## src/verilog/fb_pkg.sv

```systemverilog
`default_nettype none
package fb_pkg;

	// ==========================================================
	// Widths of the feedback word and the two processing paths.
	localparam int WORD_W      = 16;
	localparam int OFFSET_W    = 10;
	localparam int FWD_SHIFT_W = 4;
	localparam int FWD_MASK_W  = 16;
	localparam int DEC_SHIFT_W = 3;
	localparam int DEC_MASK_W  = 8;
	localparam int ADDR_W      = 8;

	// ==========================================================
	// Register byte offsets.
	localparam logic [ADDR_W-1:0] FWD_CFG_OFS  = 8'h00;
	localparam logic [ADDR_W-1:0] DEC_CFG_OFS  = 8'h04;
	localparam logic [ADDR_W-1:0] STATUS_OFS   = 8'h08;
	localparam logic [ADDR_W-1:0] RAW_WORD_OFS = 8'h0C;
	localparam logic [ADDR_W-1:0] FWD_WORD_OFS = 8'h10;
	localparam logic [ADDR_W-1:0] DEC_WORD_OFS = 8'h14;
	localparam logic [ADDR_W-1:0] RESULT_OFS   = 8'h18;

	// ==========================================================
	// Field positions inside a path configuration word.
	localparam int SHIFT_LSB  = 0;
	localparam int OFFSET_LSB = 4;
	localparam int MASK_LSB   = 16;

	// ==========================================================
	// Reset values of the path parameters.
	localparam logic [FWD_SHIFT_W-1:0] FWD_SHIFT_RST = 4'h0;
	localparam logic [FWD_MASK_W-1:0]  FWD_MASK_RST  = 16'hFFFF;
	localparam logic [DEC_SHIFT_W-1:0] DEC_SHIFT_RST = 3'h0;
	localparam logic [DEC_MASK_W-1:0]  DEC_MASK_RST  = 8'hFF;
	localparam logic [OFFSET_W-1:0]    OFFSET_RST    = 10'h000;

	// ==========================================================
	// Bus answers and the source tag of a link message.
	localparam logic [1:0] RESP_OKAY   = 2'h0;
	localparam logic [1:0] RESP_DECERR = 2'h3;
	localparam logic       TAG_FWD     = 1'b0;

	// Feedback source selected by the first operand of an instruction.
	typedef enum logic [1:0] {
		SRC_RAW,
		SRC_FWD,
		SRC_DEC
	} src_e;

endpackage : fb_pkg
`default_nettype wire

```

## src/verilog/fb_reduce.sv

```systemverilog
`timescale 1ns/1ns
`default_nettype none
module fb_reduce #(
	parameter int SHIFT_W = 4,
	parameter int MASK_W  = 16
) (
	input  wire logic [fb_pkg::WORD_W-1:0]   word,
	input  wire logic [SHIFT_W-1:0]          shift,
	input  wire logic [MASK_W-1:0]           mask,
	input  wire logic [fb_pkg::OFFSET_W-1:0] offset,
	input  wire logic                        configured,
	output logic      [fb_pkg::WORD_W-1:0]   result
);
	import fb_pkg::*;

	logic [WORD_W-1:0] shifted;
	logic [WORD_W-1:0] trimmed;

	// One independent chain: shift right, trim by the mask, add offset.
	always_comb begin
		shifted = word >> shift;
		trimmed = shifted & WORD_W'(mask);
		if (configured) begin
			result = trimmed + WORD_W'(offset);
		end else begin
			result = word;
		end
	end

endmodule : fb_reduce
`default_nettype wire

```

## src/verilog/feedback_word_processing.sv

```systemverilog
`timescale 1ns/1ns
`default_nettype none
module feedback_word_processing (
	input  wire logic                          aclk,
	input  wire logic                          aresetn,
	input  wire logic [fb_pkg::ADDR_W-1:0]     awaddr,
	input  wire logic                          awvalid,
	output logic                               awready,
	input  wire logic [31:0]                   wdata,
	input  wire logic [3:0]                    wstrb,
	input  wire logic                          wvalid,
	output logic                               wready,
	output logic [1:0]                         bresp,
	output logic                               bvalid,
	input  wire logic                          bready,
	input  wire logic [fb_pkg::ADDR_W-1:0]     araddr,
	input  wire logic                          arvalid,
	output logic                               arready,
	output logic [31:0]                        rdata,
	output logic [1:0]                         rresp,
	output logic                               rvalid,
	input  wire logic                          rready,
	input  wire logic                          link_toggle,
	input  wire logic                          link_tag,
	input  wire logic [fb_pkg::WORD_W-1:0]     link_word,
	input  wire logic                          fb_req,
	input  wire logic                          fb_play,
	input  wire fb_pkg::src_e                  fb_src,
	input  wire logic                          cfg_we,
	input  wire fb_pkg::src_e                  cfg_path,
	input  wire logic [fb_pkg::FWD_SHIFT_W-1:0] cfg_shift,
	input  wire logic [fb_pkg::FWD_MASK_W-1:0] cfg_mask,
	input  wire logic [fb_pkg::OFFSET_W-1:0]   cfg_offset,
	output logic                               play_valid,
	output logic [fb_pkg::WORD_W-1:0]          play_index,
	output logic                               read_valid,
	output logic [fb_pkg::WORD_W-1:0]          read_value
);
	import fb_pkg::*;

	// ==========================================================
	// State
	typedef struct packed {
		logic                   tgl_s1;
		logic                   tgl_s2;
		logic                   tgl_s3;
		logic                   tag_s1;
		logic                   tag_s2;
		logic [WORD_W-1:0]      word_s1;
		logic [WORD_W-1:0]      word_s2;
		logic [WORD_W-1:0]      raw_word;
		logic [WORD_W-1:0]      fwd_word;
		logic [WORD_W-1:0]      dec_word;
		logic [FWD_SHIFT_W-1:0] fwd_shift;
		logic [FWD_MASK_W-1:0]  fwd_mask;
		logic [OFFSET_W-1:0]    fwd_off;
		logic                   fwd_cfgd;
		logic [DEC_SHIFT_W-1:0] dec_shift;
		logic [DEC_MASK_W-1:0]  dec_mask;
		logic [OFFSET_W-1:0]    dec_off;
		logic                   dec_cfgd;
		logic                   play_valid;
		logic [WORD_W-1:0]      play_index;
		logic                   stage_valid;
		logic [WORD_W-1:0]      stage_value;
		logic                   read_valid;
		logic [WORD_W-1:0]      read_value;
		logic [WORD_W-1:0]      last_result;
		logic                   aw_held;
		logic [ADDR_W-1:0]      awaddr;
		logic                   w_held;
		logic [31:0]            wdata;
		logic [3:0]             wstrb;
		logic                   bvalid;
		logic [1:0]             bresp;
		logic                   rvalid;
		logic [31:0]            rdata;
		logic [1:0]             rresp;
	} state_s;

	state_s st_r;
	state_s st_nxt;
	logic [WORD_W-1:0] fwd_res;
	logic [WORD_W-1:0] dec_res;
	logic [WORD_W-1:0] sel_res;
	logic              msg_new;

	// ==========================================================
	// Helpers
	// Merges a bus write into an old word under the byte strobes.
	function automatic logic [31:0] merge(input logic [31:0] old,
		input logic [31:0] data, input logic [3:0] strb);
		logic [31:0] v;
		v = old;
		for (int i = 0; i < 4; i++) begin
			if (strb[i]) begin
				v[8*i +: 8] = data[8*i +: 8];
			end
		end
		return v;
	endfunction : merge
	// Packs one path's parameters into its register layout.
	function automatic logic [31:0] pack_cfg(input logic [3:0] sh,
		input logic [15:0] mk, input logic [OFFSET_W-1:0] of);
		logic [31:0] v;
		v = '0;
		v[SHIFT_LSB +: 4] = sh;
		v[OFFSET_LSB +: OFFSET_W] = of;
		v[MASK_LSB +: 16] = mk;
		return v;
	endfunction : pack_cfg

	// ==========================================================
	// Processing chains, one per non-raw source.
	fb_reduce #(.SHIFT_W(FWD_SHIFT_W), .MASK_W(FWD_MASK_W)) u_fwd (
		.word       (st_r.fwd_word),
		.shift      (st_r.fwd_shift),
		.mask       (st_r.fwd_mask),
		.offset     (st_r.fwd_off),
		.configured (st_r.fwd_cfgd),
		.result     (fwd_res)
	);
	fb_reduce #(.SHIFT_W(DEC_SHIFT_W), .MASK_W(DEC_MASK_W)) u_dec (
		.word       (st_r.dec_word),
		.shift      (st_r.dec_shift),
		.mask       (st_r.dec_mask),
		.offset     (st_r.dec_off),
		.configured (st_r.dec_cfgd),
		.result     (dec_res)
	);
	// Picks the chain named by the instruction's first operand.
	always_comb begin
		unique case (fb_src)
			SRC_RAW: sel_res = st_r.raw_word;
			SRC_FWD: sel_res = fwd_res;
			SRC_DEC: sel_res = dec_res;
			default: sel_res = st_r.raw_word;
		endcase
	end
	// A changed synchronised toggle announces a new link message.
	assign msg_new = st_r.tgl_s2 != st_r.tgl_s3;
	// ==========================================================
	// Next-state logic
	// Link capture, request answers, parameter updates and bus slave.
	always_comb begin
		logic [ADDR_W-1:0] wa;
		logic [31:0]       nv;
		wa = '0;
		nv = '0;
		st_nxt = st_r;
		// Two-flop synchronisers on every link pin.
		st_nxt.tgl_s1  = link_toggle;
		st_nxt.tgl_s2  = st_r.tgl_s1;
		st_nxt.tgl_s3  = st_r.tgl_s2;
		st_nxt.tag_s1  = link_tag;
		st_nxt.tag_s2  = st_r.tag_s1;
		st_nxt.word_s1 = link_word;
		st_nxt.word_s2 = st_r.word_s1;
		if (msg_new) begin
			st_nxt.raw_word = st_r.word_s2;
			if (st_r.tag_s2 == TAG_FWD) begin
				st_nxt.fwd_word = st_r.word_s2;
			end else begin
				st_nxt.dec_word = st_r.word_s2;
			end
		end
		// Table play answers next cycle; read takes one more stage.
		st_nxt.play_valid  = fb_req && fb_play;
		st_nxt.stage_valid = fb_req && !fb_play;
		st_nxt.read_valid  = st_r.stage_valid;
		if (fb_req && fb_play) begin
			st_nxt.play_index = sel_res;
		end else if (fb_req) begin
			st_nxt.stage_value = sel_res;
		end
		if (st_r.stage_valid) begin
			st_nxt.read_value = st_r.stage_value;
		end
		if (fb_req) begin
			st_nxt.last_result = sel_res;
		end
		// Write address and data, taken in either order.
		if (awvalid && awready) begin
			st_nxt.aw_held = 1'b1;
			st_nxt.awaddr  = awaddr;
		end
		if (wvalid && wready) begin
			st_nxt.w_held = 1'b1;
			st_nxt.wdata  = wdata;
			st_nxt.wstrb  = wstrb;
		end
		if (st_r.bvalid && bready) begin
			st_nxt.bvalid = 1'b0;
		end
		if (st_nxt.aw_held && st_nxt.w_held && !st_r.bvalid) begin
			wa = st_nxt.awaddr;
			st_nxt.aw_held = 1'b0;
			st_nxt.w_held  = 1'b0;
			st_nxt.bvalid  = 1'b1;
			st_nxt.bresp   = RESP_OKAY;
			if (wa == FWD_CFG_OFS) begin
				nv = merge(pack_cfg(st_r.fwd_shift, st_r.fwd_mask,
					st_r.fwd_off), st_nxt.wdata, st_nxt.wstrb);
				st_nxt.fwd_shift = nv[SHIFT_LSB +: FWD_SHIFT_W];
				st_nxt.fwd_off   = nv[OFFSET_LSB +: OFFSET_W];
				st_nxt.fwd_mask  = nv[MASK_LSB +: FWD_MASK_W];
				st_nxt.fwd_cfgd  = 1'b1;
			end else if (wa == DEC_CFG_OFS) begin
				nv = merge(pack_cfg({1'b0, st_r.dec_shift},
					{8'h00, st_r.dec_mask}, st_r.dec_off),
					st_nxt.wdata, st_nxt.wstrb);
				st_nxt.dec_shift = nv[SHIFT_LSB +: DEC_SHIFT_W];
				st_nxt.dec_off   = nv[OFFSET_LSB +: OFFSET_W];
				st_nxt.dec_mask  = nv[MASK_LSB +: DEC_MASK_W];
				st_nxt.dec_cfgd  = 1'b1;
			end else if (wa != STATUS_OFS && wa != RAW_WORD_OFS &&
				wa != FWD_WORD_OFS && wa != DEC_WORD_OFS &&
				wa != RESULT_OFS) begin
				st_nxt.bresp = RESP_DECERR;
			end
		end
		// Sequencer updates land at once and win over a bus write.
		if (cfg_we && cfg_path == SRC_FWD) begin
			st_nxt.fwd_shift = cfg_shift;
			st_nxt.fwd_mask  = cfg_mask;
			st_nxt.fwd_off   = cfg_offset;
			st_nxt.fwd_cfgd  = 1'b1;
		end else if (cfg_we && cfg_path == SRC_DEC) begin
			st_nxt.dec_shift = cfg_shift[DEC_SHIFT_W-1:0];
			st_nxt.dec_mask  = cfg_mask[DEC_MASK_W-1:0];
			st_nxt.dec_off   = cfg_offset;
			st_nxt.dec_cfgd  = 1'b1;
		end
		// Read channel: answer one cycle after the address is taken.
		if (st_r.rvalid && rready) begin
			st_nxt.rvalid = 1'b0;
		end
		if (arvalid && arready) begin
			st_nxt.rvalid = 1'b1;
			st_nxt.rresp  = RESP_OKAY;
			st_nxt.rdata  = '0;
			unique case (araddr)
				FWD_CFG_OFS: st_nxt.rdata = pack_cfg(st_r.fwd_shift,
					st_r.fwd_mask, st_r.fwd_off);
				DEC_CFG_OFS: st_nxt.rdata = pack_cfg({1'b0,
					st_r.dec_shift}, {8'h00, st_r.dec_mask},
					st_r.dec_off);
				STATUS_OFS: st_nxt.rdata = {30'h0, st_r.dec_cfgd,
					st_r.fwd_cfgd};
				RAW_WORD_OFS: st_nxt.rdata = {16'h0, st_r.raw_word};
				FWD_WORD_OFS: st_nxt.rdata = {16'h0, st_r.fwd_word};
				DEC_WORD_OFS: st_nxt.rdata = {16'h0, st_r.dec_word};
				RESULT_OFS: st_nxt.rdata = {16'h0, st_r.last_result};
				default: st_nxt.rresp = RESP_DECERR;
			endcase
		end
	end
	// ==========================================================
	// State register with synchronous reset.
	always_ff @(posedge aclk) begin
		if (!aresetn) begin
			st_r           <= '0;
			st_r.fwd_shift <= FWD_SHIFT_RST;
			st_r.fwd_mask  <= FWD_MASK_RST;
			st_r.fwd_off   <= OFFSET_RST;
			st_r.dec_shift <= DEC_SHIFT_RST;
			st_r.dec_mask  <= DEC_MASK_RST;
			st_r.dec_off   <= OFFSET_RST;
		end else begin
			st_r <= st_nxt;
		end
	end
	// Handshake outputs and registered data outputs.
	assign awready    = !st_r.aw_held && !st_r.bvalid;
	assign wready     = !st_r.w_held && !st_r.bvalid;
	assign arready    = !st_r.rvalid;
	assign bvalid     = st_r.bvalid;
	assign bresp      = st_r.bresp;
	assign rvalid     = st_r.rvalid;
	assign rdata      = st_r.rdata;
	assign rresp      = st_r.rresp;
	assign play_valid = st_r.play_valid;
	assign play_index = st_r.play_index;
	assign read_valid = st_r.read_valid;
	assign read_value = st_r.read_value;
	// ==========================================================
	// Assertions; a read one cycle earlier answers alongside a play.
	a_play_latency: assert property (@(posedge aclk)
		disable iff (!aresetn) fb_req && fb_play && !st_r.stage_valid
		|=> play_valid && !read_valid)
		else $error("Table play not answered in one cycle.");
	a_read_latency: assert property (@(posedge aclk)
		disable iff (!aresetn) fb_req && !fb_play && !st_r.stage_valid
		|=> !read_valid ##1 read_valid)
		else $error("Feedback read not answered in two cycles.");
	a_raw_word: assert property (@(posedge aclk)
		disable iff (!aresetn) fb_req && fb_play && fb_src == SRC_RAW
		|=> play_index == $past(st_r.raw_word))
		else $error("Raw source altered the word.");
	a_fwd_reduce: assert property (@(posedge aclk)
		disable iff (!aresetn)
		fb_req && fb_play && fb_src == SRC_FWD && st_r.fwd_cfgd
		|=> play_index == $past(((st_r.fwd_word >> st_r.fwd_shift)
		& st_r.fwd_mask) + 16'(st_r.fwd_off)))
		else $error("Forwarded path result is wrong.");
	a_dec_unconf: assert property (@(posedge aclk)
		disable iff (!aresetn)
		fb_req && !fb_play && fb_src == SRC_DEC && !st_r.dec_cfgd
		|=> ##1 read_value == $past(st_r.dec_word, 2))
		else $error("Unconfigured decoder path did not pass through.");
	a_msg_capture: assert property (@(posedge aclk)
		disable iff (!aresetn) msg_new && st_r.tag_s2 == TAG_FWD
		|=> st_r.fwd_word == $past(st_r.word_s2)
		&& st_r.raw_word == $past(st_r.word_s2))
		else $error("Forwarded word not captured.");
	a_cfg_realtime: assert property (@(posedge aclk)
		disable iff (!aresetn) cfg_we && cfg_path == SRC_FWD
		|=> st_r.fwd_cfgd && st_r.fwd_off == $past(cfg_offset)
		&& st_r.fwd_mask == $past(cfg_mask))
		else $error("Sequencer update not applied next cycle.");
	a_bvalid_hold: assert property (@(posedge aclk) disable iff (!aresetn)
		bvalid && !bready |=> bvalid && $stable(bresp))
		else $error("Write response dropped before acceptance.");
endmodule : feedback_word_processing
`default_nettype wire

```

## config.mk

```make
export PLATFORM = sky130hd
export DESIGN_NAME = feedback_word_processing
export DESIGN_NICKNAME = d
export VERILOG_FILES = /design/src/verilog/fb_pkg.sv /design/src/verilog/fb_reduce.sv /design/src/verilog/feedback_word_processing.sv
export SDC_FILE = /design/constraint.sdc
export NUM_CORES = 1
export LEC_CHECK = 0
export BUFFER_PORTS_ARGS = -buffer_cell sky130_fd_sc_hd__buf_2
export CORE_MARGIN = 10
export CORE_UTILIZATION = 30
export DETAILED_ROUTE_END_ITERATION = 16
export PLACE_DENSITY_LB_ADDON = 0.1
export SYNTH_ARGS = -nofsm -noshare
export SYNTH_HDL_FRONTEND = slang
export SYNTH_SLANG_ARGS = --single-unit
```

## constraint.sdc

```tcl
create_clock -name aclk -period 7 [get_ports aclk]
set_input_delay 2.1 -clock aclk [delete_from_list [all_inputs] [get_ports aclk]]
set_output_delay 2.1 -clock aclk [all_outputs]
set_load 0.05 [all_outputs]
```

==> run_results.csv, run 1 <==
group,metric,value,unit
outcome,run_status,"completed",
placed_design,numPortBuffers,186,
floorplanning,start_util,30.3,%
critical_path,critical_path_arrival,5.35,ns
floorplanning,floorplan.core_area,46500,sq um
pwr,ir_worst_vdd,139,uV
sta,setup_total_negative_slack,0,ns
critical_path,cp-start-kind,"register",
clocking,numClockSinks,285,
clocking,clock_path_buffers,3,
clocking,hold_buffers,0,
run,drv_cap,0,
global_routing,grt_first_pass_wirelength,76200,um
sta,worst_slew_margin_rel,17.7,%
final_layout,layout-drive-gt1-share,17.4,%
yosys,synth.largest_area_cell,"dfxtp_1",
floorplanning,die_h,237,um
clocking,later_pin_clock_latency_in_the_skew_report,0.55,ns
routing,wire_length_per_cell,21.8,um
yosys,synth_flop_cell,"dfxtp_1",
pwr,post-layout-total-power,0.00397,W
min_path,holdCritPathClass,"register to register",
yosys,ys.warnings.count,0,
yosys,net_count_after_synthesis,1765,
sta,finalClockSkew,0.0201,ns
global_routing,gr-usage-all-layers,17.5,%
sta,fin_crit_sh,71.0,%
yosys,synth.avg_cell_area,8.63,sq um
placed_design,post_dp_cell_area,15000,sq um
final_layout,num-nets-final,1827,
critical_path,element_type_at_the_critical_path_end,"register",
placed_design,gp_routability_congestion,0.899,
final_layout,diodes,0,
routing,vias,11900,
yosys,asyncSetResetFlopFracSynth,0,%
routing,detailedRoute.firstIterationViolations,1129,
global_routing,overflow,0,
yosys,netlist.area_leader.share,40.6,%
yosys,synth_cell_types,65,
routing,drc,0,
yosys,synth.top_cells.by_area,"dfxtp_1, nand2_1, mux2i_1",
sta,timing.final.max_slew_violations,0,
yosys,synth-seq-area-share,40.6,%
sta,rsz0062_at_grt,"no",
final_layout,area.growth.synth_to_final,14.5,%
pwr,power_density,247,nW/um^2
final_layout,area.sequential,5710,sq um
clocking,h-tree-depth,2,
final_layout,num-fill-cells,4922,
clocking,tritoncts,"built",
routing,vias_per_cell,5.13,
yosys,syn-instance-count,1629,
clocking,post-cts-setup-buffer-count,0,
critical_path,cp.required,7.38,ns
critical_path,setup.worst_path.class,"register to register",
critical_path,worst-path-max-fanout,21,
clocking,clock_transition_at_the_register_clock_pins_on_the_worst_setup_and_hold_paths_after_cts,0.06,ns
global_routing,first_global_vias,11900,
global_routing,met3_usage,4.48,%
pwr,static-leakage-power,6.02,nW
global_routing,grt_max_degree,167,
final_layout,mostFrequentLayoutCell,"dfxtp_1",
clocking,number_of_buffers_added_by_the_clock_tree_synthesis_step,35,
routing,drt_pass1_iterations,8,
yosys,syn_area,14100,sq um
clocking,post_cts_resized,0,
routing,routed_wirelength,50600,um
floorplanning,floorplan.io_pins,189,
sta,timing.final.crit_period,4.97,ns
clocking,clock_tree.root_cell,"clkbuf_16",
sta,hold_violations,0,
sta,maxClockFrequency,201,MHz
final_layout,multi_input_logic_area,7360,sq um
yosys,synth-edff-count,0,
final_layout,most-common-layout-cells,"dfxtp_1, nand2_1, buf_2, o21ai_0, nor2b_1",
floorplanning,die-area,55900,sq um
sta,max_slew.worst_pin.slew,1.22,ns
placed_design,detailedPlacementHpwl,37200,um
final_layout,stdcell_area,16100,sq um
floorplanning,x_dimension_of_the_die,237,um
global_routing,groute.layer.met1.usage,23.1,%
sta,finalSetupViolations,0,
floorplanning,floorplan.rows,79,
routing,final_antenna_net_count,0,
global_routing,grt_antenna_before_repair,0,
yosys,synth-seq-cells,285,
global_routing,grt_most_used_layer,"met2",
global_routing,grt_use_met2,27.0,%
[registers in the layout, summed over array words and instances, names as in the netlist, 16 cells and up]
register and cells:
st_r 195, rdata 32, st_nxt 20, play_index 16, read_value 16
[critical path, cell delays in order, from the launching register on]
cell and delay (ns):
dfxtp_1 0.91, inv_1 0.44, mux2i_1 0.36, a21oi_1 0.16, nand2_1 0.13, o211a_1 0.16
ha_1 0.16, inv_1 0.05, fa_1 0.39, nor2b_1 0.17, o31ai_1 0.13, a21o_1 0.22
a41oi_1 0.37, nand4_1 0.16, xor2_1 0.20, a222oi_1 0.56, o311ai_0 0.23
[where the power goes]
part	total [W]	internal, W	leakage (nW)	switching, W
Sequential	0.00175	0.00169	2.32	0.0000676
Combinational	0.000416	0.000150	3.15	0.000266
Clock	0.00180	0.00109	0.554	0.000709
[area by class of cell]
type                       count  share of cell area, %
sequential                   285                   35.4
tap                          607                   4.72
timing repair buffer         200                   6.55
inverter                      26                  0.606
clock inverter                 8                  0.575
multi-input combinational   1143                   45.7
clock buffer                  49                   6.40
[per-layer routing]
metal | part of all wire (%) | vias up
met5 | 0 | -
met1 | 46 | 5690
met2 | 45 | 363
li1 | - | 5772
met4 | 3.3 | 0
met3 | 6.4 | 76
[cells by family after synthesis]
logic type / count (synthesis) / share of synthesized area [%]
and+or+nand+nor: 593 / 20.7
AOI/OAI and AO/OA: 405 / 19.8
DFF: 285 / 40.6
buffers and inverters: 201 / 7.33
muxes: 106 / 8.52
adders and majority gates: 22 / 2.06
xor gates and xnor gates: 17 / 1.06
[Yosys cell counts (all sizes together) (8+ instances only)]
cell type  count
nor2b         91
nand3b        13
a22oi         58
mux2i         86
clkbuf        94
nand4          8
nand3         71
mux4          10
inv           26
o2111ai       17
xnor2          9
o21ai         99
dfxtp        285
nand2b        13
a221o          8
buf           81
a31oi         19
nor2          54
xor2           8
a221oi         8
mux2          10
a21boi        73
ha            20
a21oi         60
and2          67
o211ai        16
nand2        257
[worst paths after layout]
check	start	to	slack, ns	cells after the start
worst max-delay path	st_r[200]	play_index[12]	2.03	16
worst min-delay path	st_nxt[262]	st_r[262]	0.43	1
worst max register to register	st_r[200]	play_index[12]	2.03	16
worst min register to register	st_nxt[262]	st_r[262]	0.43	1
[stage by stage]
step	instances	setup slack [ns]	hold WS, ns	utilization (%)
detailed placement	2261	2.06	0.417	32.2
global route	2318	1.67	0.450	34.7
finish	2318	2.03	0.428	34.7
global placement	2261	2.03	0.417	32.2
floorplan	1629	2.89	0.412	-
CTS	2318	2.06	0.430	34.7
No activity file was read; power rests on OpenSTA's default activity.
==> inputs of run 2 (changes only) <==
--- a/config.mk
+++ b/config.mk
@@ -5,6 +5,7 @@
 export SDC_FILE = /design/constraint.sdc
 export NUM_CORES = 1
 export LEC_CHECK = 0
+export ABC_AREA = 1
 export BUFFER_PORTS_ARGS = -buffer_cell sky130_fd_sc_hd__buf_2
 export CORE_MARGIN = 10
 export CORE_UTILIZATION = 30
==> constraint.sdc (replaced) <==
create_clock -name aclk -period 4.1 [get_ports aclk]
set_input_delay 1.23 -clock aclk [delete_from_list [all_inputs] [get_ports aclk]]
set_output_delay 1.23 -clock aclk [all_outputs]
set_load 0.05 [all_outputs]
==> run_results.csv, run 2 <==
group,metric,value,unit
routing,drt_pass1_iterations,5,
sta,timing.final.max_slew_violations,0,
routing,final_antenna_net_count,0,
yosys,net_count_after_synthesis,2056,
floorplanning,x_dimension_of_the_die,236,um
placed_design,gp_routability_congestion,0.931,
floorplanning,start_util,30.5,%
min_path,min_to,"st_r[265]",
clocking,numClockSinks,285,
placed_design,detailedPlacementHpwl,40300,um
yosys,synth.avg_cell_area,7.26,sq um
final_layout,largest_register_ff_count,195,
final_layout,stdcell_area,16300,sq um
outcome,run_status,"completed",
placed_design,numPortBuffers,186,
pwr,power_density,460,nW/um^2
yosys,list_of_most_frequent_post_synthesis_cells,"nand2_1, dfxtp_1, o21ai_0",
yosys,synth_cell_types,45,
final_layout,most-common-layout-cells,"nand2_1, dfxtp_1, o21ai_0, inv_1, buf_2",
routing,routed_wirelength,53200,um
critical_path,cp.required,4.51,ns
critical_path,worst-path-max-fanout,20,
final_layout,largest-register,"st_r",
pwr,post-layout-total-power,0.00749,W
min_path,worstHoldPathCells,2,
clocking,clock_path_buffers,3,
final_layout,layout-drive-gt1-share,16.8,%
critical_path,cp-start-kind,"register",
floorplanning,floorplan.io_pins,189,
pwr,static-leakage-power,7.32,nW
placed_design,post_dp_cell_area,15100,sq um
final_layout,area.growth.synth_to_final,16.8,%
global_routing,grt_max_degree,97,
critical_path,critical_path_arrival,4.18,ns
yosys,synth-seq-cells,285,
yosys,syn-instance-count,1920,
yosys,asyncSetResetFlopFracSynth,0,%
yosys,synth-edff-count,0,
yosys,ys.warnings.count,0,
sta,fin_crit_sh,91.9,%
critical_path,worst_setup_slack_for_register_to_register_paths,0.33,ns
clocking,h-tree-depth,2,
global_routing,gr-usage-all-layers,18.4,%
final_layout,diodes,0,
yosys,synth_flop_cell,"dfxtp_1",
global_routing,overflow,0,
routing,drc,0,
final_layout,layout.core_utilization,35.6,%
routing,detailedRoute.firstIterationViolations,923,
floorplanning,floorplan.rows,78,
min_path,holdCritPathClass,"register to register",
sta,hold_violations,0,
sta,finalSetupViolations,0,
routing,vias,13100,
final_layout,num-nets-final,2149,
yosys,synth.largest_area_cell,"dfxtp_1",
clocking,later_pin_clock_latency_in_the_skew_report,0.54,ns
critical_path,regToRegEndpoint,"st_r[90]",
floorplanning,die_h,236,um
yosys,synth-seq-area-share,40.9,%
global_routing,grt_first_pass_wirelength,80500,um
global_routing,grt_antenna_before_repair,0,
routing,vias_per_cell,4.98,
run,drv_cap,0,
global_routing,first_global_vias,13000,
floorplanning,die-area,55500,sq um
clocking,clock_tree.root_cell,"clkbuf_16",
yosys,syn_area,13900,sq um
yosys,yosysMostFrequentCell,"nand2_1",
sta,finalClockSkew,0.0147,ns
yosys,synth.top_cells.by_area,"dfxtp_1, o21ai_0, nand2_1",
sta,worst_slew_margin_rel,42.0,%
clocking,clock_transition_at_the_register_clock_pins_on_the_worst_setup_and_hold_paths_after_cts,0.06,ns
floorplanning,floorplan.core_area,45700,sq um
sta,max_slew.worst_pin.slew,0.861,ns
min_path,worst_hold_startpoint,"st_nxt[265]",
critical_path,setup.worst_path.class,"register to register",
sta,rsz0062_at_grt,"no",
yosys,netlist.area_leader.share,40.9,%
clocking,number_of_buffers_added_by_the_clock_tree_synthesis_step,36,
routing,wire_length_per_cell,20.1,um
sta,timing.final.crit_period,3.77,ns
sta,maxClockFrequency,266,MHz
final_layout,mostFrequentLayoutCell,"nand2_1",
critical_path,worst_r2r_startpoint,"st_r[170]",
sta,setup_total_negative_slack,0,ns
clocking,tritoncts,"built",
critical_path,element_type_at_the_critical_path_end,"register",
critical_path,ff2ff_path_depth,16,
pwr,ir_worst_vdd,238,uV
run 2: changes by cell type in the layout (fill, tap and decap cells not counted), moves of 57 or more:
cell,change
o21ai_0,+163
inv_1,+161
a21oi_1,+113
nor2_1,+96
nor2b_1,-91
a21boi_0,-73
and2_1,-63
nand2_1,+63
a22oi_1,-58
mux2i_1,-57
run 2: logic make-up after synthesis:
group           synth area share [%]
compound gates                  22.6
xor+xnor                       0.628
fa+ha+maj                       2.08
buf+inv                         12.2
flops                           40.9
mux                             2.08
simple gates                    19.5
run 2: routing by layer:
| layer | up-vias | global-route usage, % | wire (um) |
|---|---|---|---|
| met5 | - | 0 | 0 |
| met4 | 0 | 3.66 | 787 |
| met3 | 52 | 3.22 | 2650 |
| met2 | 311 | 29.4 | 23900 |
| met1 | 6226 | 25.6 | 25800 |
| li1 | 6553 | - | - |
run 2: final cells by class:
cell class | count | area (sq um)
inverter | 194 | 729
clock buffer | 50 | 1030
sequential | 285 | 5710
tap | 600 | 751
clock inverter | 15 | 178
fill | 4928 | 29400
timing repair buffer | 236 | 1330
multi-input combinational | 1260 | 6540
run 2: worst max path at each step:
stage | from | end | slack, ns | cells past startpoint
finish | st_r[170] | st_r[90] | 0.33 | 16
global route | st_r[200] | st_r[94] | 0.07 | 18
CTS | st_r[200] | st_r[94] | 0.03 | 18
detailed placement | st_r[200] | st_r[94] | 0.05 | 18
global placement | st_r[170] | st_r[90] | 0.14 | 16
floorplan | st_r[200] | play_index[8] | 0.78 | 18
run 2: worst max-delay path, cell delays in order, from the launching register on:
cell	delay (ns)
dfxtp_2	0.55
o21ai_0	0.27
nand2_1	0.10
o21ai_0	0.10
o21ai_0	0.22
a21oi_1	0.07
ha_1	0.28
fa_1	0.46
nand3_1	0.09
nand2_1	0.09
a31oi_1	0.21
xor2_1	0.14
o21ai_0	0.36
nand3_1	0.19
o21ai_0	0.26
buf_4	0.21
a21oi_1	0.05
run 2: through the flow:
step,setup slack [ns],hold slack [ns],std cells
after floorplan,0.785,0.390,1920
after detailed placement,0.0529,0.402,2575
after global placement,0.144,0.404,2575
after CTS,0.0286,0.415,2640
final,0.334,0.412,2640
after global routing,0.0667,0.430,2640
run 2: repair_timing:
item / CTS / global route
setup buffers: 0 / 0
gates resized for setup: 0 / 4
setup endpoints to repair: 0 / 33
hold buffers: 0 / 0
run 2: power breakdown:
part	switching (W)	leakage, nW	total, W	internal, W
clock network	0.00127	0.594	0.00323	0.00196
logic	0.000840	4.39	0.00121	0.000370
registers	0.000111	2.34	0.00306	0.00294
total	0.00222	7.32	0.00749	0.00528
==> inputs of run 3 (changes only) <==
==> constraint.sdc (replaced) <==
create_clock -name aclk -period 4.1 [get_ports aclk]
set_input_delay 0.615 -clock aclk [delete_from_list [all_inputs] [get_ports aclk]]
set_output_delay 0.615 -clock aclk [all_outputs]
set_load 0.05 [all_outputs]
==> run_results.csv, run 3 (synthesis results as in run 2) <==
group,metric,value,unit
outcome,run_status,"completed",
routing,final_antenna_net_count,0,
critical_path,setup.worst_path.class,"register to register",
final_layout,area.growth.synth_to_final,15.8,%
placed_design,placed_cells,2567,
sta,fin_crit_sh,91.2,%
final_layout,area.sequential,5710,sq um
sta,max_slew.worst_pin.slew,1.06,ns
sta,worst_slew_margin_rel,28.3,%
sta,setup_total_negative_slack,0,ns
clocking,hold_buffers,0,
sta,finalSetupViolations,0,
placed_design,numPortBuffers,186,
sta,maxClockFrequency,267,MHz
clocking,clock_path_buffers,3,
floorplanning,x_dimension_of_the_die,236,um
global_routing,first_global_vias,13000,
routing,drc,0,
final_layout,stdcell_area,16100,sq um
final_layout,mostFrequentLayoutCell,"nand2_1",
pwr,power_density,459,nW/um^2
clocking,tritoncts,"built",
floorplanning,floorplan.rows,78,
clocking,numClockSinks,285,
sta,rsz0062_at_grt,"no",
floorplanning,die-area,55500,sq um
critical_path,cp-start-kind,"register",
routing,routed_wirelength,53100,um
final_layout,largest_register_ff_count,195,
final_layout,most-common-layout-cells,"nand2_1, dfxtp_1, o21ai_0, inv_1, buf_2",
clocking,clock_transition_at_the_register_clock_pins_on_the_worst_setup_and_hold_paths_after_cts,0.06,ns
floorplanning,floorplan.core_area,45700,sq um
routing,drt_pass1_iterations,5,
clocking,h-tree-depth,2,
global_routing,grt_max_degree,188,
final_layout,diodes,0,
final_layout,multi_input_logic_area,6540,sq um
routing,detailedRoute.firstIterationViolations,957,
critical_path,cp_cell_sequence,"inv_1 -> nand2_1 -> nand3_1 -> o21ai_0 -> nor2_1 -> a31oi_1 -> or2_2 -> a21oi_1 -> inv_1 -> fa_1 -> nor3_1 -> nor2_1 -> o21bai_1 -> xor2_1 -> o21ai_0 -> nand3_1 -> nand2_1 -> o21ai_0",
floorplanning,floorplan.io_pins,189,
critical_path,crit_path_frequent_cell,"o21ai_0",
placed_design,detailedPlacementHpwl,39700,um
routing,vias_per_cell,4.99,
global_routing,grt_antenna_before_repair,0,
sta,timing.final.max_slew_violations,0,
run,drv_cap,0,
final_layout,num-nets-final,2141,
pwr,static-leakage-power,7.25,nW
final_layout,num-fill-cells,5011,
critical_path,crit_slowest_cell,"fa_1",
sta,timing.final.crit_period,3.74,ns
placed_design,gp_routability_congestion,0.938,
floorplanning,die_h,236,um
clocking,later_pin_clock_latency_in_the_skew_report,0.56,ns
pwr,ir_worst_vdd,254,uV
clocking,clock_tree.root_cell,"clkbuf_16",
final_layout,largest-register,"st_r",
sta,hold_violations,0,
floorplanning,start_util,30.5,%
min_path,holdCritPathClass,"input pin to register",
placed_design,post_dp_cell_area,15000,sq um
final_layout,layout.cells.non_filler,2628,
routing,wire_length_per_cell,20.2,um
critical_path,element_type_at_the_critical_path_end,"register",
clocking,number_of_buffers_added_by_the_clock_tree_synthesis_step,36,
sta,finalHoldWorstSlack,0.245,ns
global_routing,overflow,0,
routing,vias,13100,
critical_path,timing.critical_path.slowest_cell_delay,0.48,ns
final_layout,layout-drive-gt1-share,16.2,%
sta,finalClockSkew,0.0162,ns
global_routing,grt_first_pass_wirelength,80300,um
global_routing,gr-usage-all-layers,18.4,%
critical_path,critical_path_arrival,4.21,ns
critical_path,worst-path-max-fanout,23,
critical_path,cp.required,4.57,ns
==> run 3: metrics by stage <==
stage | worst slack, ns | power, W | utilization [%]
6_report | 0.361 | 0.00740 | 35.3
3_3_place_gp | 0.186 | 0.00432 | 32.8
3_5_place_dp | 0.149 | 0.00433 | 32.8
2_1_floorplan | 0.785 | 0.00394 | -
5_1_grt | 0.00273 | 0.00775 | 35.3
4_1_cts | 0.172 | 0.00750 | 35.3
==> run 3: metal layers <==
metal	wire length [um]	global-route usage (%)	vias to the layer above	share of wire (%)
met4	876	4.49	0	1.7
met2	24100	29.4	301	45
met1	25500	25.5	6236	48
met3	2620	2.84	50	4.9
met5	0	0	-	0
li1	-	-	6528	-
==> run 3: worst max-delay path: cells and delay by family (launching register included) <==
kind / cells / cell delay [ns]
AOI/OAI and AO/OA: 6 / 0.96
xor gates and xnor gates: 1 / 0.18
adders and majority gates: 1 / 0.48
buffers and inverters: 2 / 0.33
DFF: 1 / 0.43
and+or+nand+nor: 8 / 1.29
==> run 3: report_power, final <==
group | leakage [nW] | internal (W) | switching, W
sequential | 2.34 | 0.00295 | 0.000107
combinational | 4.35 | 0.000366 | 0.000845
clock | 0.563 | 0.00188 | 0.00126
==> run 3: repair_timing <==
item | CTS | global route
setup buffers | 0 | 0
setup endpoints to repair | 0 | 33
gates resized for setup | 0 | 2
==> run 3: layout make-up <==
cell class | instances | share of cell area (%)
Inverter | 194 | 4.52
Tap cell | 600 | 4.65
Clock buffer | 48 | 6.11
Multi-Input combinational cell | 1260 | 40.5
Timing Repair Buffer | 228 | 7.82
Sequential cell | 285 | 35.4
Clock inverter | 13 | 1.00
==> run 3: path summary, 6_finish.rpt <==
kind | to | depth (start not counted) | start | slack, ns
max reg2reg | play_index[8] | 18 | st_r[200] | 0.36
min | st_nxt[258] | 3 | link_word[6] | 0.25
max | play_index[8] | 18 | st_r[200] | 0.36
min reg2reg | st_r[253] | 2 | st_nxt[253] | 0.41
